## config.mk

```make
export PLATFORM = sky130hd
export DESIGN_NAME = adc_reference_clock_control
export DESIGN_NICKNAME = d
export VERILOG_FILES = /design/src/adc_ref_pkg.sv /design/src/adc_reference_clock_control.sv
export SDC_FILE = /design/constraint.sdc
export NUM_CORES = 1
export LEC_CHECK = 0
export CORE_MARGIN = 2
export CORE_UTILIZATION = 25
export CTS_CLUSTER_DIAMETER = 30
export CTS_CLUSTER_SIZE = 10
export DETAILED_ROUTE_END_ITERATION = 10
export DONT_BUFFER_PORTS = 1
export GPL_TIMING_DRIVEN = 0
export PLACE_DENSITY = 0.39
export SLEW_MARGIN = 10
export SYNTH_ARGS = -nofsm -noshare
export SYNTH_HDL_FRONTEND = slang
export SYNTH_SLANG_ARGS = --single-unit
```

## constraint.sdc

```tcl
create_clock -name ref_clk -period 6.5 [get_ports ref_clk]
set_clock_uncertainty 0.15 [all_clocks]
set_input_delay 1.625 -clock ref_clk [delete_from_list [all_inputs] [get_ports ref_clk]]
set_output_delay 1.625 -clock ref_clk [all_outputs]
set_load 0.01 [all_outputs]
```

## src/adc_ref_pkg.sv

```systemverilog
/*
 Constants, register map and carrier types for the reference and
 converter control block. Assumes a 100 MHz system clock and byte
 addressing on a 32-bit AXI4-Lite bus.
*/
// Summary of operation
// - Reference enable bit switches reference on/off
// - Ready reads 0 until reference has settled
// - Regulator variants always read ready as 1
// - Reserved bits 5:4 read zero, write zero
// - Comparator/DAC gain: off, 1x, 2x, 4x
// - Converter gain: off, 1x, 2x, 4x
// - Two gain paths never affect each other
// - Ten-bit successive approximation into result pair
// - Conversion completion raises a wake-capable interrupt
// - Channel select routes one of fourteen sources
// - Positive reference: pin, supply, 2x, 4x
// - Negative reference: pin or ground
// - Three-bit clock select: divided clock or RC
// - Full conversion lasts 11.5 conversion clock periods
// - Divided clocks track system clock; RC does not
// - RC clock period 1.0 to 6.0 us
// - Start bit begins conversion when converter powered
// - Completion clears start, sets flag, writes result
package adc_ref_pkg;
    // Register byte offsets
    localparam logic [7:0] OFS_REF_CTRL = 8'h00;
    localparam logic [7:0] OFS_CTRL0 = 8'h04;
    localparam logic [7:0] OFS_CTRL1 = 8'h08;
    localparam logic [7:0] OFS_RES_HIGH = 8'h0c;
    localparam logic [7:0] OFS_RES_LOW = 8'h10;
    localparam logic [7:0] OFS_STATUS = 8'h14;
    // Decoded register index
    localparam logic [2:0] IDX_REF = 3'h0;
    localparam logic [2:0] IDX_CTRL0 = 3'h1;
    localparam logic [2:0] IDX_CTRL1 = 3'h2;
    localparam logic [2:0] IDX_RESH = 3'h3;
    localparam logic [2:0] IDX_RESL = 3'h4;
    localparam logic [2:0] IDX_STAT = 3'h5;
    localparam logic [2:0] IDX_NONE = 3'h7;
    // Reference control fields
    localparam int REF_EN_BIT = 7;
    localparam int REF_RDY_BIT = 6;
    localparam int CD_GAIN_LSB = 2;
    localparam int AD_GAIN_LSB = 0;
    // Converter control 0 fields
    localparam int CHAN_LSB = 2;
    localparam int GO_BIT = 1;
    localparam int PON_BIT = 0;
    // Converter control 1 fields
    localparam int CLKSEL_LSB = 4;
    localparam int NEGREF_BIT = 2;
    localparam int POSREF_LSB = 0;
    // Reset values and field encodings
    localparam logic [7:0] REF_CTRL_RST = 8'h00;
    localparam logic [9:0] RESULT_RST = 10'h000;
    localparam logic [9:0] TRIAL_FIRST = 10'h200;
    localparam logic [1:0] POSREF_4X = 2'h3;
    localparam logic [1:0] RESP_OKAY = 2'h0;
    localparam logic [1:0] RESP_SLVERR = 2'h2;
    // Timing
    localparam int CLK_PERIOD_NS = 10;
    localparam int REF_SETTLE_NS = 1000;
    localparam int REF_SETTLE_CYC = (REF_SETTLE_NS + CLK_PERIOD_NS - 1) / CLK_PERIOD_NS;
    localparam logic [4:0] CONV_HALF_TADS = 5'h17;
    localparam logic [4:0] FIRST_DECIDE = 5'h04;
    localparam logic [4:0] LAST_HALF = 5'h16;

    typedef struct packed {
        logic enable;
        logic [1:0] cmpDacGain;
        logic [1:0] convGain;
    } ref_ctrl_type;

    typedef struct packed {
        logic [2:0] clkSel;
        logic negRef;
        logic [1:0] posRef;
    } conv_cfg_type;
endpackage

```

## src/adc_reference_clock_control.sv

```systemverilog
/*
 Reference control and successive-approximation sequencer with an
 AXI4-Lite register slave. Assumes the comparator output and the RC
 conversion clock arrive asynchronously from the analog macro, and
 that the trial code drives the DAC of that macro.
*/
`timescale 1ns/1ns
module adc_reference_clock_control #(
    parameter bit HAS_LDO = 1'b0,
    parameter bit LOW_VOLTAGE = 1'b0,
    parameter int unsigned REF_SETTLE_CYCLES = adc_ref_pkg::REF_SETTLE_CYC
) (
    // Clock and reset
    input wire logic ref_clk,
    input wire logic arst_n,
    // AXI4-Lite write
    input wire logic awvalid,
    output logic awready,
    input wire logic [7:0] awaddr,
    input wire logic wvalid,
    output logic wready,
    input wire logic [31:0] wdata,
    input wire logic [3:0] wstrb,
    output logic bvalid,
    input wire logic bready,
    output logic [1:0] bresp,
    // AXI4-Lite read
    input wire logic arvalid,
    output logic arready,
    input wire logic [7:0] araddr,
    output logic rvalid,
    input wire logic rready,
    output logic [31:0] rdata,
    output logic [1:0] rresp,
    // Analog macro
    input wire logic cmpIn,
    input wire logic rcClkIn,
    output adc_ref_pkg::ref_ctrl_type refCtrl,
    output adc_ref_pkg::conv_cfg_type convCfg,
    output logic [4:0] channelSelect,
    output logic sampleHold,
    output logic [9:0] trialCode,
    output logic convDoneIrq
);
    typedef enum logic {IDLE, CONVERT} conv_state_type;

    function automatic logic [2:0] decodeIdx(input logic [7:0] a);
        if (a == adc_ref_pkg::OFS_REF_CTRL) begin
            return adc_ref_pkg::IDX_REF;
        end else if (a == adc_ref_pkg::OFS_CTRL0) begin
            return adc_ref_pkg::IDX_CTRL0;
        end else if (a == adc_ref_pkg::OFS_CTRL1) begin
            return adc_ref_pkg::IDX_CTRL1;
        end else if (a == adc_ref_pkg::OFS_RES_HIGH) begin
            return adc_ref_pkg::IDX_RESH;
        end else if (a == adc_ref_pkg::OFS_RES_LOW) begin
            return adc_ref_pkg::IDX_RESL;
        end else if (a == adc_ref_pkg::OFS_STATUS) begin
            return adc_ref_pkg::IDX_STAT;
        end else begin
            return adc_ref_pkg::IDX_NONE;
        end
    endfunction

    // Half a conversion clock period in system clocks
    function automatic logic [5:0] halfLen(input logic [2:0] sel);
        case (sel)
            3'h0: return 6'h01;
            3'h4: return 6'h02;
            3'h1: return 6'h04;
            3'h5: return 6'h08;
            3'h2: return 6'h10;
            default: return 6'h20;
        endcase
    endfunction

    adc_ref_pkg::ref_ctrl_type refCtrl_r;
    adc_ref_pkg::conv_cfg_type convCfg_r;
    conv_state_type state_r;
    logic awHeld_r, wHeld_r, bvalid_r, rvalid_r;
    logic [7:0] awAddr_r;
    logic [7:0] wData_r;
    logic wStrb0_r;
    logic [1:0] bresp_r, rresp_r;
    logic [31:0] rdata_r;
    logic doWrite;
    logic [2:0] wrIdx;
    logic [4:0] chanSel_r;
    logic goBusy_r, powerOn_r, doneFlag_r, refRdy_r;
    logic [31:0] settleCnt_r;
    logic [9:0] result_r, trial_r;
    logic [3:0] bitPos_r;
    logic [4:0] halfIdx_r;
    logic [5:0] divCnt_r;
    logic cmpS1, cmpS2, rcS1, rcS2, rcS3;
    logic rcMode, rcEdge, halfTick, decide, convDone, refReadyBit;
    logic [7:0] regRef, regCtrl0, regCtrl1;

    // Write channels are taken independently, committed once both are held
    assign awready = !awHeld_r && !bvalid_r;
    assign wready = !wHeld_r && !bvalid_r;
    assign doWrite = awHeld_r && wHeld_r && !bvalid_r;
    assign wrIdx = decodeIdx(awAddr_r);
    assign bvalid = bvalid_r;
    assign bresp = bresp_r;
    assign arready = !rvalid_r;
    assign rvalid = rvalid_r;
    assign rdata = rdata_r;
    assign rresp = rresp_r;

    always_ff @(posedge ref_clk or negedge arst_n) begin
        if (!arst_n) begin
            awHeld_r <= 1'b0;
            awAddr_r <= 8'h00;
        end else if (awvalid && awready) begin
            awHeld_r <= 1'b1;
            awAddr_r <= awaddr;
        end else if (doWrite) begin
            awHeld_r <= 1'b0;
        end
    end

    always_ff @(posedge ref_clk or negedge arst_n) begin
        if (!arst_n) begin
            wHeld_r <= 1'b0;
            wData_r <= 8'h00;
            wStrb0_r <= 1'b0;
        end else if (wvalid && wready) begin
            wHeld_r <= 1'b1;
            wData_r <= wdata[7:0];
            wStrb0_r <= wstrb[0];
        end else if (doWrite) begin
            wHeld_r <= 1'b0;
        end
    end

    always_ff @(posedge ref_clk or negedge arst_n) begin
        if (!arst_n) begin
            bvalid_r <= 1'b0;
            bresp_r <= adc_ref_pkg::RESP_OKAY;
        end else if (doWrite) begin
            bvalid_r <= 1'b1;
            if (wrIdx == adc_ref_pkg::IDX_NONE) begin
                bresp_r <= adc_ref_pkg::RESP_SLVERR;
            end else begin
                bresp_r <= adc_ref_pkg::RESP_OKAY;
            end
        end else if (bready) begin
            bvalid_r <= 1'b0;
        end
    end

    // Register images; reserved bits are constant zero
    assign refReadyBit = HAS_LDO ? 1'b1 : refRdy_r;
    assign regRef = {refCtrl_r.enable, refReadyBit, 2'b00, refCtrl_r.cmpDacGain,
                     refCtrl_r.convGain};
    assign regCtrl0 = {1'b0, chanSel_r, goBusy_r, powerOn_r};
    assign regCtrl1 = {1'b0, convCfg_r.clkSel, 1'b0, convCfg_r.negRef, convCfg_r.posRef};

    always_ff @(posedge ref_clk or negedge arst_n) begin
        if (!arst_n) begin
            rvalid_r <= 1'b0;
            rdata_r <= 32'h0000_0000;
            rresp_r <= adc_ref_pkg::RESP_OKAY;
        end else if (arvalid && arready) begin
            rvalid_r <= 1'b1;
            rresp_r <= adc_ref_pkg::RESP_OKAY;
            if (decodeIdx(araddr) == adc_ref_pkg::IDX_REF) begin
                rdata_r <= {24'h000000, regRef};
            end else if (decodeIdx(araddr) == adc_ref_pkg::IDX_CTRL0) begin
                rdata_r <= {24'h000000, regCtrl0};
            end else if (decodeIdx(araddr) == adc_ref_pkg::IDX_CTRL1) begin
                rdata_r <= {24'h000000, regCtrl1};
            end else if (decodeIdx(araddr) == adc_ref_pkg::IDX_RESH) begin
                rdata_r <= {30'h0, result_r[9:8]};
            end else if (decodeIdx(araddr) == adc_ref_pkg::IDX_RESL) begin
                rdata_r <= {24'h000000, result_r[7:0]};
            end else if (decodeIdx(araddr) == adc_ref_pkg::IDX_STAT) begin
                rdata_r <= {31'h0, doneFlag_r};
            end else begin
                rdata_r <= 32'h0000_0000;
                rresp_r <= adc_ref_pkg::RESP_SLVERR;
            end
        end else if (rready) begin
            rvalid_r <= 1'b0;
        end
    end

    // Reference control; each gain field lands only in its own path
    always_ff @(posedge ref_clk or negedge arst_n) begin
        if (!arst_n) begin
            refCtrl_r <= adc_ref_pkg::REF_CTRL_RST[4:0];
        end else if (doWrite && wStrb0_r && wrIdx == adc_ref_pkg::IDX_REF) begin
            refCtrl_r.enable <= wData_r[adc_ref_pkg::REF_EN_BIT];
            refCtrl_r.cmpDacGain <= wData_r[adc_ref_pkg::CD_GAIN_LSB +: 2];
            refCtrl_r.convGain <= wData_r[adc_ref_pkg::AD_GAIN_LSB +: 2];
        end
    end

    // Settle counter; disable drops ready at once
    always_ff @(posedge ref_clk or negedge arst_n) begin
        if (!arst_n) begin
            settleCnt_r <= 32'h0000_0000;
            refRdy_r <= 1'b0;
        end else if (!refCtrl_r.enable) begin
            settleCnt_r <= 32'h0000_0000;
            refRdy_r <= 1'b0;
        end else if (settleCnt_r == 32'(REF_SETTLE_CYCLES)) begin
            refRdy_r <= 1'b1;
        end else begin
            settleCnt_r <= settleCnt_r + 32'h0000_0001;
        end
    end

    // Converter configuration
    always_ff @(posedge ref_clk or negedge arst_n) begin
        if (!arst_n) begin
            convCfg_r <= 6'h00;
            chanSel_r <= 5'h00;
            powerOn_r <= 1'b0;
        end else if (doWrite && wStrb0_r) begin
            if (wrIdx == adc_ref_pkg::IDX_CTRL0) begin
                chanSel_r <= wData_r[adc_ref_pkg::CHAN_LSB +: 5];
                powerOn_r <= wData_r[adc_ref_pkg::PON_BIT];
            end else if (wrIdx == adc_ref_pkg::IDX_CTRL1) begin
                convCfg_r.clkSel <= wData_r[adc_ref_pkg::CLKSEL_LSB +: 3];
                convCfg_r.negRef <= wData_r[adc_ref_pkg::NEGREF_BIT];
                // 4x is not offered on low-voltage parts; such a value leaves posRef unchanged, clkSel and negRef still land
                if (!(LOW_VOLTAGE && wData_r[adc_ref_pkg::POSREF_LSB +: 2] ==
                      adc_ref_pkg::POSREF_4X)) begin
                    convCfg_r.posRef <= wData_r[adc_ref_pkg::POSREF_LSB +: 2];
                end
            end
        end
    end

    // Start bit: software sets while powered, hardware clears on completion
    always_ff @(posedge ref_clk or negedge arst_n) begin
        if (!arst_n) begin
            goBusy_r <= 1'b0;
        end else if (doWrite && wStrb0_r && wrIdx == adc_ref_pkg::IDX_CTRL0) begin
            goBusy_r <= wData_r[adc_ref_pkg::GO_BIT] && powerOn_r;
        end else if (convDone || !powerOn_r) begin
            goBusy_r <= 1'b0;
        end
    end

    // Done flag: completion wins over a same-cycle clear
    always_ff @(posedge ref_clk or negedge arst_n) begin
        if (!arst_n) begin
            doneFlag_r <= 1'b0;
        end else if (convDone) begin
            doneFlag_r <= 1'b1;
        end else if (doWrite && wStrb0_r && wrIdx == adc_ref_pkg::IDX_STAT && wData_r[0]) begin
            doneFlag_r <= 1'b0;
        end
    end

    // Asynchronous analog inputs; stage one feeds stage two only
    always_ff @(posedge ref_clk or negedge arst_n) begin
        if (!arst_n) begin
            cmpS1 <= 1'b0;
            cmpS2 <= 1'b0;
            rcS1 <= 1'b0;
            rcS2 <= 1'b0;
            rcS3 <= 1'b0;
        end else begin
            cmpS1 <= cmpIn;
            cmpS2 <= cmpS1;
            rcS1 <= rcClkIn;
            rcS2 <= rcS1;
            rcS3 <= rcS2;
        end
    end

    // RC ticks are free of the system divider; each RC edge is half a period
    assign rcMode = convCfg_r.clkSel[1:0] == 2'b11;
    assign rcEdge = rcS2 ^ rcS3;
    assign halfTick = (state_r == CONVERT) &&
                      (rcMode ? rcEdge : (divCnt_r == halfLen(convCfg_r.clkSel) - 6'h01));
    assign decide = halfTick && halfIdx_r >= adc_ref_pkg::FIRST_DECIDE && !halfIdx_r[0];
    assign convDone = halfTick && halfIdx_r == adc_ref_pkg::LAST_HALF;

    always_ff @(posedge ref_clk or negedge arst_n) begin
        if (!arst_n) begin
            divCnt_r <= 6'h00;
        end else if (state_r != CONVERT || halfTick) begin
            divCnt_r <= 6'h00;
        end else begin
            divCnt_r <= divCnt_r + 6'h01;
        end
    end

    // Sequencer; software clearing the start bit aborts without a result
    always_ff @(posedge ref_clk or negedge arst_n) begin
        if (!arst_n) begin
            state_r <= IDLE;
            halfIdx_r <= 5'h00;
            trial_r <= adc_ref_pkg::TRIAL_FIRST;
            bitPos_r <= 4'h9;
        end else begin
            case (state_r)
                IDLE: begin
                    halfIdx_r <= 5'h00;
                    trial_r <= adc_ref_pkg::TRIAL_FIRST;
                    bitPos_r <= 4'h9;
                    if (goBusy_r && powerOn_r) begin
                        state_r <= CONVERT;
                    end
                end
                CONVERT: begin
                    if (!goBusy_r || convDone) begin
                        state_r <= IDLE;
                    end else if (halfTick) begin
                        halfIdx_r <= halfIdx_r + 5'h01;
                        if (decide) begin
                            trial_r[bitPos_r] <= cmpS2;
                            trial_r[bitPos_r - 4'h1] <= 1'b1;
                            bitPos_r <= bitPos_r - 4'h1;
                        end
                    end
                end
                default: state_r <= IDLE;
            endcase
        end
    end

    always_ff @(posedge ref_clk or negedge arst_n) begin
        if (!arst_n) begin
            result_r <= adc_ref_pkg::RESULT_RST;
        end else if (convDone && goBusy_r) begin
            result_r <= {trial_r[9:1], cmpS2};
        end
    end

    // Gains pass straight to the analog paths
    assign refCtrl = refCtrl_r;
    assign convCfg = convCfg_r;
    assign channelSelect = chanSel_r;
    assign sampleHold = powerOn_r && state_r == IDLE;
    assign trialCode = trial_r;
    assign convDoneIrq = doneFlag_r;

    AST_READY_OFF: assert property (@(posedge ref_clk) disable iff (!arst_n)
        !refCtrl_r.enable |=> !refRdy_r) else $error("ready while disabled");
    AST_READY_LATE: assert property (@(posedge ref_clk) disable iff (!arst_n)
        $rose(refRdy_r) |-> $past(refCtrl_r.enable) &&
        settleCnt_r == 32'(REF_SETTLE_CYCLES)) else $error("ready early");
    AST_RSVD_READ: assert property (@(posedge ref_clk) disable iff (!arst_n)
        arvalid && arready && araddr == adc_ref_pkg::OFS_REF_CTRL |=>
        rdata_r[5:4] == 2'b00 && rdata_r[6] == (HAS_LDO ? 1'b1 : $past(refRdy_r)))
        else $error("bad reference read");
    AST_GAIN_SPLIT: assert property (@(posedge ref_clk) disable iff (!arst_n)
        doWrite && wStrb0_r && wrIdx == adc_ref_pkg::IDX_REF |=>
        refCtrl_r.convGain == $past(wData_r[1:0]) &&
        refCtrl_r.cmpDacGain == $past(wData_r[3:2]) &&
        refCtrl_r.enable == $past(wData_r[7])) else $error("gain write lost");
    AST_NO_START_OFF: assert property (@(posedge ref_clk) disable iff (!arst_n)
        state_r == IDLE && !powerOn_r |=> state_r == IDLE)
        else $error("start while off");
    AST_DONE_SEQ: assert property (@(posedge ref_clk) disable iff (!arst_n)
        convDone && goBusy_r |=> state_r == IDLE && doneFlag_r && !goBusy_r &&
        result_r == {$past(trial_r[9:1]), $past(cmpS2)}) else $error("completion");
    AST_FAST_TICK: assert property (@(posedge ref_clk) disable iff (!arst_n)
        state_r == CONVERT && convCfg_r.clkSel == 3'h0 |-> halfTick)
        else $error("fosc/2 tick missing");
    AST_RC_TICK: assert property (@(posedge ref_clk) disable iff (!arst_n)
        rcMode && halfTick |-> rcEdge) else $error("rc tick from divider");
    AST_LENGTH: assert property (@(posedge ref_clk) disable iff (!arst_n)
        $rose(state_r == CONVERT) && convCfg_r.clkSel == 3'h0 |-> ##22 (convDone || !goBusy_r))
        else $error("length not 11.5");
endmodule

```

### After elaboration in Yosys (flattened, before gate mapping)

Cells that the tools add are included.

* flip-flop bits (word level): 150
* word-level logic and storage cells: 209
* input port bits: 61
* output and inout bits: 69

* add/subtract/negate cells: 5
* $lt $le $gt $ge: 5
* reduce and logical (&&, ||, !) cells: 47
* eq/ne operators: 32
* bitwise operators: 4
* multiplexer cells: 83

Operators by type and width (number)
* 2-to-1 mux 3 bit: 30
* 2-to-1 mux 32 bit: 2
* 2-to-1 mux 8 bit: 5
* adder 32 x 1 -> 32 bit, second input constant: 1
* == test 32 x 7 -> 1 bit, second input constant: 1
* == test 8 x 4 -> 1 bit, second input constant: 4
* == test 8 x 5 -> 1 bit, second input constant: 4
* 2-to-1 mux 10 bit: 3
* one-hot mux 6 bit (5 select lines): 1
* logical AND 1 bit: 22
* 2-to-1 mux 2 bit: 10
* one-hot mux 10 bit (2 select lines): 1
* 2-to-1 mux 1 bit: 19
* == test 3 bit, second input constant: 6
* == test 8 x 3 -> 1 bit, second input constant: 2
* zero test 8 bit: 2
* == test 3 x 2 -> 1 bit, second input constant: 4
* 2-to-1 mux 4 bit: 3
* nonzero test 2 bit: 6
* bitwise mux 10 bit: 1
* < comparator 4 x 5 -> 1 bit, second input constant: 2
* 2-to-1 mux 5 bit: 2
* OR 10 bit: 1
* one-hot mux 5 bit (2 select lines): 1
* 23 further kinds: 43

### Logic depth before layout (Yosys ltp)

Gate-level depths: netlist of run 1.

* depth after elaboration: 40
* gate-level depth with buffers: 11
* depth with buffers taken out: 9

### Least setup slack after synthesis of run 1

No wires, ideal clock.

* path type: register to register
* from: register convCfg_r, in the netlist convCfg[4]
* to: register result_r[1]
* data arrival time: 3014 ps
* buffers on the path: 2
* setup time: 125 ps
* setup slack: 3211 ps
* required time: 6225 ps
* clock period less this slack: 3289 ps
* cell stages (with the launch flop): 11
* cells stage by stage: dfrtp_1 clkbuf_1 or3_1 ha_1 nor3b_1 or4_1 a221o_2 a21oi_4 and2_4 buf_12 mux2_4

* longest elaborated chain between the ends: 8
* elaborated cells between the ends (all ways): 13
* those cells by class: add/sub: 1; eq/ne: 6; mux: 2; reduce/logical: 4

RTL lines
* start: declaration: RTL line adc_reference_clock_control.sv:78 `adc_ref_pkg::conv_cfg_type convCfg_r;`
* == test 3 x 2 -> 1 bit (tied with other cells): RTL line adc_reference_clock_control.sv:67 `case (sel)`
* one-hot mux 6 bit (5 select lines): RTL line adc_reference_clock_control.sv:67
* subtractor 6 x 1 -> 6 bit: RTL line adc_reference_clock_control.sv:280 `(rcMode ? rcEdge : (divCnt_r == halfLen(convCfg_r.clkSel) - 6'h01));`
* == test 6 bit: RTL line adc_reference_clock_control.sv:280
* 2-to-1 mux 1 bit *: RTL line adc_reference_clock_control.sv:280
* logical AND 1 bit *: RTL line adc_reference_clock_control.sv:279 `assign halfTick = (state_r == CONVERT) &&`
* logical AND 1 bit *: RTL line adc_reference_clock_control.sv:282 `assign convDone = halfTick && halfIdx_r == adc_ref_pkg::LAST_HALF;`
* logical AND 1 bit *: RTL line adc_reference_clock_control.sv:331 `end else if (convDone && goBusy_r) begin`
* end signal: assignment: RTL line adc_reference_clock_control.sv:330 `result_r <= adc_ref_pkg::RESULT_RST;`
* end signal: assignment: RTL line adc_reference_clock_control.sv:332 `result_r <= {trial_r[9:1], cmpS2};`
* end: declaration: RTL line adc_reference_clock_control.sv:91 `logic [9:0] result_r, trial_r;`

Every way passes the cells marked *; elsewhere a longest branch is shown, timed or not.
A chain may end at the register's enable or synchronous reset.

### Final worst setup path of run 1

* from: register convCfg_r, in the netlist convCfg[4]
* to: register result_r[2]

Same word-level chain as after synthesis.

==> results.cfg, run 1 <==
[run_status]
status = finished, final reports clean

[logic_synthesis]
ys_async_sr_fraction_pct = 100
synth.avg_cell_area_sq_um = 10.5
mappedNetlistArea_sq_um = 6460
synth_top_area_share_pct = 46.9
synth_commonest_cells = dfrtp_1, nand2_1, nor2_1
ys.flop_type = dfrtp_1
synth_seq_area_share_pct = 48.1
synth.top_cells.by_area = dfrtp_1, mux2_2, nand2_1
syn_inst = 615
yosys_warnings = 0
edff_count_synth = 0
yosys_register_bits = 124
post-synth-top-count-cell = dfrtp_1
synthDominantAreaCellType = dfrtp_1
netlist-cell-type-count = 60

[pwr]
power_density_nw_per_um2 = 290
sw_frac_of_total_pct = 27.1
max-vdd-ir-drop_uv = 141
combinational_power_share_pct = 15.3
leakage_uw = 0.00339
power.share.clock_pct = 42.1
seq_power_share_pct = 42.6
power.internal_uw = 1590
p_switching_uw = 592

[grt]
pin_count_of_the_biggest_net_entering_global_routing = 125
grt.overflow.total = 0
grt_antenna_before_repair = 0
first_global_vias = 4544
grt_util_all_layers_pct = 12.7
grt_pass1_wl_microns = 26100

[critical_path]
arrival_ps = 3700
timing.setup.critical_path_class = reg -> reg
worstPathRequired_ps = 6650
worst-path-max-fanout = 10
timing.critical_path.to_type = flop
timing.critical_path.from_type = flop

[place]
placed_cells = 970
place.gp.congestion = 0.793
dpl_hpwl_microns = 11900
placement.setup.worst_slack_ps = 2940
placement.io_buffers = 0
postPlaceCellArea_sq_um = 6970

[clocking]
clk-insertion-delay-late_ps = 420
cts.hold.buffers_added = 0
ctsLongestPathBuffers = 2
cts-resized-gates = 0
maximum_level_of_the_cts_h_tree = 4
cts_tree = built
cts_inserted_buffers = 17
path_clk_slew_ps = 60
root_buffer = clkbuf_16
cts.sinks = 124
cts_post_setup_buffers_inserted = 0

[final_layout]
areaGrowthSynthToFinish_pct = 16.8
final_cell_count_no_fill = 1002
filler_cell_count = 2625
antennaDiodeCount = 0
final_net_count = 733
layout.cell_area.non_filler_sq_um = 7540
post_route_cells_drive_above_1_share_pct = 17.4

[die]
die_width_microns = 165
floorplan.core_area_sq_um = 25300
io_pins = 130
floorplan.die.height_microns = 165
die_area_sq_um = 27100
number_of_core_rows = 58
initial_utilization_pct = 25.6

[routing]
routed_wire_length_per_instance_microns = 16.3
remaining_drc_errors = 0
dr.first_iter.drc_count = 272
antenna_nets_post_route = 0
detail_route.first_pass.iterations = 4
drt-vias-per-instance = 4.51
detailroute.via_count = 4516
route.final.wire_length_microns = 16300

[timing]
worst_hold_slack_ps = 198
post-route-period-util_pct = 54.7
setup_viol_count_final = 0
hold_violations = 0
post-route-worst-setup-slack_ps = 2940
slew_headroom_pct = 46.3
clock.fmax_mhz = 281
fin_setup_tns_ps = 0
max_slew_violation_count = 0
setup_repair_after_global_routing_missed_its_margin = no
worst_pin_slew_ps = 802
layout_min_cycle_time_ps = 3560

[flow_run]
maxCapViolCount = 0

[min_path]
worstHoldPathType = reg -> reg
[logic make-up (layout without fill, tap and decap cells)]
group / Yosys count / after routing / synth area share [%]
adder cells (fa/ha/maj): 13 / 13 / 2.52
other: 1 / 26 / 0.0581
AO/OA/AOI/OAI: 77 / 77 / 8.79
XOR/XNOR: 37 / 37 / 5.02
flip-flops: 124 / 124 / 48.1
AND/OR/NAND/NOR: 234 / 234 / 18.7
multiplexers: 60 / 60 / 10.7
buffers and inverters: 69 / 101 / 6.14
[area by class of cell]
type                            instances  area (sq um)  area share (%)
Buffer                                 48           318            4.21
Clock buffer                           25           515            6.83
Clock inverter                          7          60.1           0.796
Inverter                               21          78.8            1.05
Multi-Input combinational cell        447          3050            40.4
Sequential cell                       124          3110            41.2
Tap cell                              330           413            5.47
[metal layers]
metal	vias up	track usage, %	part of all wire [%]
met4	0	3.68	0.47
met2	122	18.8	44
met3	4	5.15	8.4
met5	-	0	0
met1	2205	16.9	48
li1	2185	-	-
[worst max-delay path, stage by stage (launching register included)]
cell and delay, ps:
dfrtp_1 450, clkbuf_1 240, or3_1 390, ha_1 260
nor3b_1 170, or4_1 480, a221o_2 470, a21oi_4 210
and2_4 170, buf_12 140, mux2_4 300
[worst paths after layout]
kind / startpoint / end / slack, ps / depth (start not counted)
max: convCfg[4]$_DFFE_PN0P_ / result_r[2]$_DFFE_PN0P_ / 2940 / 10
min: cmpS1$_DFF_PN0_ / cmpS2$_DFF_PN0_ / 200 / 0
max reg2reg: convCfg[4]$_DFFE_PN0P_ / result_r[2]$_DFFE_PN0P_ / 2940 / 10
min reg2reg: cmpS1$_DFF_PN0_ / cmpS2$_DFF_PN0_ / 200 / 0
max in group asynchronous: arst_n / bitPos_r[3]$_DFFE_PN1P_ / 5190 / 0
min in group asynchronous: arst_n / settleCnt_r[14]$_DFFE_PN0P_ / 760 / 0
[through the flow]
stage / utilization, % / power [uW]
after global routing: 29.9 / 2300
after detailed placement: 27.6 / 1280
after floorplan: - / 1190
after global placement: 27.6 / 1270
final: 29.9 / 2180
after CTS: 29.9 / 2220
[cells in the final DEF (no fill, tap or decap), drive strengths merged, types with 13 or more instances in the layout]
cell / netlist / layout
a21oi: 18 / 18
and2: 30 / 30
buf: 32 / 32
clkbuf: 16 / 41
conb: 1 / 26
dfrtp: 121 / 121
ha: 13 / 13
inv: 21 / 21
mux2: 43 / 43
mux2i: 17 / 17
nand2: 64 / 64
nand3: 24 / 24
nand4: 13 / 13
nor2: 36 / 36
nor3: 14 / 14
o21ai: 20 / 20
xnor2: 21 / 21
xor2: 16 / 16
[state kept, by name, indices dropped and copies added (netlist names), 4 cells and up]
name           flops
channelSelect      5
halfIdx_r          5
refCtrl            5
settleCnt_r       32
convCfg            6
awAddr_r           8
bitPos_r           4
wData_r            8
result_r          10
trialCode         10
divCnt_r           6
rdata              8
[power by group through the flow]
stage          clock network (uW)  logic (uW)  registers (uW)
2_1_floorplan                   0         278             916
3_3_place_gp                    0         330             940
3_5_place_dp                    0         337             944
4_1_cts                       952         338             930
5_1_grt                       989         372             943
6_report                      920         334             930
Note: power is estimated with default switching activity, not from simulation.
==> run 2: changes to the inputs <==
PLACE_DENSITY = 0.41   (was 0.39)
clock period = 3 ns   (was 6.5 ns; I/O delays follow)
==> results.cfg, run 2 (same netlist as run 1, synthesis figures left out) <==
[run_status]
status = finished with violations
violations_in_the_final_reports = negative hold slack, negative setup slack

[final_layout]
layout.cell_area.non_filler_sq_um = 7880
post_route_cells_drive_above_1_share_pct = 22.2
layout_commonest_cell = dfrtp_1
areaGrowthSynthToFinish_pct = 22.0
filler_cell_count = 2565
highest_count_cells_in_the_layout_ignoring_fill_and_taps = dfrtp_1, nand2_1, buf_4
antennaDiodeCount = 0
flip_flop_count_of_the_largest_register_all_copies_and_words_added = 32
final_net_count = 747
most_flop_heavy_register = settleCnt_r

[timing]
setup_repair_after_global_routing_missed_its_margin = yes
post-route-period-util_pct = 107
post-route-worst-setup-slack_ps = -206
slew_headroom_pct = 47.1
layout_min_cycle_time_ps = 3210
setup_viol_count_final = 26
hold_violations = 121
worst_pin_slew_ps = 787
max_slew_violation_count = 0
clock.fmax_mhz = 312
worst_hold_slack_ps = -131

[grt]
pin_count_of_the_biggest_net_entering_global_routing = 125
grt_pass1_wl_microns = 25900
grt.overflow.total = 0
grt_util_all_layers_pct = 12.6
first_global_vias = 4684
grt_antenna_before_repair = 0

[place]
place.gp.congestion = 0.809
placement.io_buffers = 0
postPlaceCellArea_sq_um = 6990
dpl_hpwl_microns = 11600

[die]
number_of_core_rows = 58
floorplan.die.height_microns = 165
io_pins = 130
floorplan.core_area_sq_um = 25300
initial_utilization_pct = 25.6
die_width_microns = 165
die_area_sq_um = 27100

[clocking]
ctsLongestPathBuffers = 2
path_clk_slew_ps = 60
cts_inserted_buffers = 17
cts.sinks = 124
root_buffer = clkbuf_16
clk-insertion-delay-late_ps = 430
maximum_level_of_the_cts_h_tree = 4
cts_tree = built

[routing]
route.final.wire_length_microns = 16500
remaining_drc_errors = 0
detail_route.first_pass.iterations = 4
antenna_nets_post_route = 0
drt-vias-per-instance = 4.55
detailroute.via_count = 4622
routed_wire_length_per_instance_microns = 16.2
dr.first_iter.drc_count = 254

[pwr]
power.total_uw = 5300
leakage_uw = 0.00354
max-vdd-ir-drop_uv = 469
power_density_nw_per_um2 = 673

[critical_path]
worstPathRequired_ps = 3150
timing.critical_path.to_type = flop
arrival_ps = 3360
worst-path-max-fanout = 10
timing.critical_path.from_type = flop
timing.setup.critical_path_class = reg -> reg

[min_path]
worstHoldPathType = in -> async

[flow_run]
maxCapViolCount = 0
run 2: where the power goes:
group	switching (uW)	internal, uW	total [uW]
Clock	762	1430	2190
Sequential	168	1850	2020
Combinational	466	630	1100
Total	1400	3910	5300
run 2: metrics by stage:
stage	setup TNS [ps]	worst slack, ps	utilization (%)	instances	hold WS (ps)
after floorplan	-985	-109	-	640	181
after global placement	-4800	-272	27.7	970	188
after detailed placement	-4680	-273	27.7	970	185
after CTS	-5310	-265	30.6	1013	-148
after global routing	-6410	-286	31.2	1016	-155
final	-3980	-206	31.2	1016	-131
run 2: worst paths after layout:
path                                             start                     endpoint  slack, ps  cells after the start
worst max-delay path            convCfg[4]$_DFFE_PN0P_      result_r[8]$_DFFE_PN0P_       -210                     10
worst min-delay path                            arst_n  settleCnt_r[14]$_DFFE_PN0P_       -130                      0
worst max register to register  convCfg[4]$_DFFE_PN0P_      result_r[8]$_DFFE_PN0P_       -210                     10
worst min register to register          rcS1$_DFF_PN0_               rcS2$_DFF_PN0_        200                      0
max in group asynchronous                       arst_n     trialCode[9]$_DFFE_PN1P_       2510                      0
min in group ref_clk                    rcS1$_DFF_PN0_               rcS2$_DFF_PN0_        200                      0
run 2: layer usage:
layer / share of wire [%] / global-route usage [%]
met5: 0 / 0
met3: 9.8 / 5.35
met1: 47 / 16.7
met4: 2.0 / 5.22
met2: 41 / 18.1
run 2: layout make-up:
type / instances / area (sq um) / area share (%)
inverter: 21 / 78.8 / 1.00
multi-input combinational: 447 / 3150 / 40.0
timing repair buffer: 14 / 154 / 1.95
tap: 330 / 413 / 5.24
clock inverter: 12 / 169 / 2.14
clock buffer: 20 / 457 / 5.80
sequential: 124 / 3110 / 39.5
buffer: 48 / 344 / 4.37
run 2: timing repair:
item / CTS / global route
hold endpoints to repair: 121 / 121
gates cloned: 1 / 1
resized for setup: 12 / 21
setup buffers: 10 / 2
pin swaps: 7 / 9
endpoints found under the setup margin: 31 / 42
run 2: critical path, stage by stage (launching register included):
cell	delay [ps]
dfrtp_2	470
buf_8	150
or3_4	330
ha_4	170
o211a_1	120
or4_1	470
a221o_2	420
a21oi_4	180
and2_4	170
buf_12	140
mux2_4	300
==> run 3: changes to the inputs <==
CORE_UTILIZATION = 35   (was 25)
GPL_TIMING_DRIVEN = not set   (was 0)
PLACE_DENSITY = 0.52   (was 0.41)
==> results.cfg, run 3 (same netlist as run 1, synthesis figures left out) <==
[timing]
worst_pin_slew_ps = 712
post-route-worst-setup-slack_ps = 52.9
post-route-period-util_pct = 98.2
setup_viol_count_final = 0
setup_repair_after_global_routing_missed_its_margin = yes
layout_min_cycle_time_ps = 2950
hold_violations = 121
worst_hold_slack_ps = -124
slew_headroom_pct = 52.1
fin_setup_tns_ps = 0
max_slew_violation_count = 0
clock.fmax_mhz = 339

[final_layout]
highest_count_cells_in_the_layout_ignoring_fill_and_taps = dfrtp_1, nand2_1, nor2_1
most_flop_heavy_register = settleCnt_r
layout_commonest_cell = dfrtp_1
filler_cell_count = 1756
flip_flop_count_of_the_largest_register_all_copies_and_words_added = 32
post_route_cells_drive_above_1_share_pct = 17.4
final_net_count = 710
areaGrowthSynthToFinish_pct = 14.3

[routing]
met1_length_microns = 6640
route.met3.wl_microns = 1310
dr.first_iter.drc_count = 348
routed_wire_length_per_instance_microns = 16.5
drt-vias-per-instance = 5.15
route.final.wire_length_microns = 14600
detailroute.via_count = 4535
top_layer = met4
antenna_nets_post_route = 0
remaining_drc_errors = 0
detail_route.first_pass.iterations = 4
wl_met2_microns = 6480

[run_status]
status = finished with violations
violations_in_the_final_reports = negative hold slack

[die]
initial_utilization_pct = 35.8
number_of_core_rows = 49
io_pins = 130
die_area_sq_um = 19600
floorplan.die.height_microns = 140
floorplan.core_area_sq_um = 18000
die_width_microns = 140

[grt]
grt_antenna_before_repair = 2
grt.overflow.total = 0
grt_pass1_wl_microns = 23900
grt_util_all_layers_pct = 15.5
first_global_vias = 4469
pin_count_of_the_biggest_net_entering_global_routing = 125

[critical_path]
worstRegToRegCells = 8
timing.critical_path.from_type = flop
crit_path_top_delay_cell = or4_1
timing.critical_path.to_type = flop
worst_r2r_endpoint = result_r[8]$_DFFE_PN0P_
rrSetupSlack_ps = 50
worst_path_dominant_cell_family = simple AND/OR/NAND/NOR gates
cp.buffers_inverters = 0
r2r_start = convCfg[5]$_DFFE_PN0P_
cp_slowest_stage_delay_ps = 460
worst-path-max-fanout = 5
timing.setup.critical_path_class = reg -> reg
arrival_ps = 3100
worstPathRequired_ps = 3150
timing.critical_path.cells = or3_4 -> ha_4 -> o211a_1 -> or4_1 -> a221o_2 -> a21oi_4 -> and2_4 -> mux2_4

[clocking]
cts_tree = built
cts_inserted_buffers = 17
path_clk_slew_ps = 60
cts.sinks = 124
maximum_level_of_the_cts_h_tree = 4
ctsLongestPathBuffers = 2
clk-insertion-delay-late_ps = 420
root_buffer = clkbuf_16

[pwr]
leakage_uw = 0.00334
power_density_nw_per_um2 = 651
max-vdd-ir-drop_uv = 521

[flow_run]
maxCapViolCount = 0

[min_path]
worstHoldPathType = in -> async

[place]
dpl_hpwl_microns = 10300
placement.setup.worst_slack_ps = -8.64
place.gp.congestion = 0.822
placement.io_buffers = 0
run 3: per-stage QoR:
stage | total power (uW) | instance area, sq um | instances | util, % | hold slack [ps]
CTS | 4800 | 7250 | 869 | 40.2 | -143
floorplan | 2600 | 6570 | 640 | - | 181
finish | 4800 | 7380 | 880 | 41.0 | -124
detailed placement | 2730 | 6660 | 836 | 36.9 | 185
global route | 5040 | 7380 | 880 | 41.0 | -145
global placement | 2710 | 6660 | 836 | 36.9 | 186
run 3: worst register-to-register path: stages (launching register included):
cell and delay [ps]:
dfrtp_1 370, or3_4 400, ha_4 180, o211a_1 130
or4_1 460, a221o_2 440, a21oi_4 170, and2_4 230
mux2_4 310
run 3: power by group:
group / internal, uW / switching (uW) / total (uW)
registers: 1850 / 153 / 2000
logic: 364 / 406 / 770
clock network: 1310 / 721 / 2030
run 3: area by class of cell:
| type | instances | area [sq um] | area share [%] |
|---|---|---|---|
| diodes | 2 | 5.00 | 0.0678 |
| repair buffers | 24 | 226 | 3.07 |
| well taps | 229 | 287 | 3.88 |
| flip-flops and latches | 124 | 3110 | 42.1 |
| inverters | 21 | 78.8 | 1.07 |
| multi-input cells | 448 | 3090 | 41.9 |
| clock inverters | 6 | 83.8 | 1.14 |
| clock buffers | 26 | 499 | 6.76 |
run 3: worst max path at each step:
stage | startpoint | endpoint | depth (start not counted)
after global placement | convCfg[5]$_DFFE_PN0P_ | result_r[2]$_DFFE_PN0P_ | 8
after detailed placement | convCfg[5]$_DFFE_PN0P_ | result_r[6]$_DFFE_PN0P_ | 8
after floorplan | convCfg[5]$_DFFE_PN0P_ | result_r[1]$_DFFE_PN0P_ | 10
final | convCfg[5]$_DFFE_PN0P_ | result_r[8]$_DFFE_PN0P_ | 8
after CTS | convCfg[5]$_DFFE_PN0P_ | result_r[6]$_DFFE_PN0P_ | 8
after global routing | convCfg[5]$_DFFE_PN0P_ | result_r[3]$_DFFE_PN0P_ | 8
run 3: per-layer routing:
metal | up-vias | track usage, %
li1 | 2149 | -
met4 | 0 | 5.68
met5 | - | 0
met1 | 2248 | 21.1
met3 | 6 | 5.78
met2 | 132 | 22.4
run 3: repair_timing:
item / 4_1_cts / 5_1_grt
hold endpoints to repair: 121 / 121
pin swaps: 2 / 3
cloned: 1 / 1
resized for setup: 1 / 6
endpoints found under the setup margin: 10 / 24
setup buffers: 0 / 8
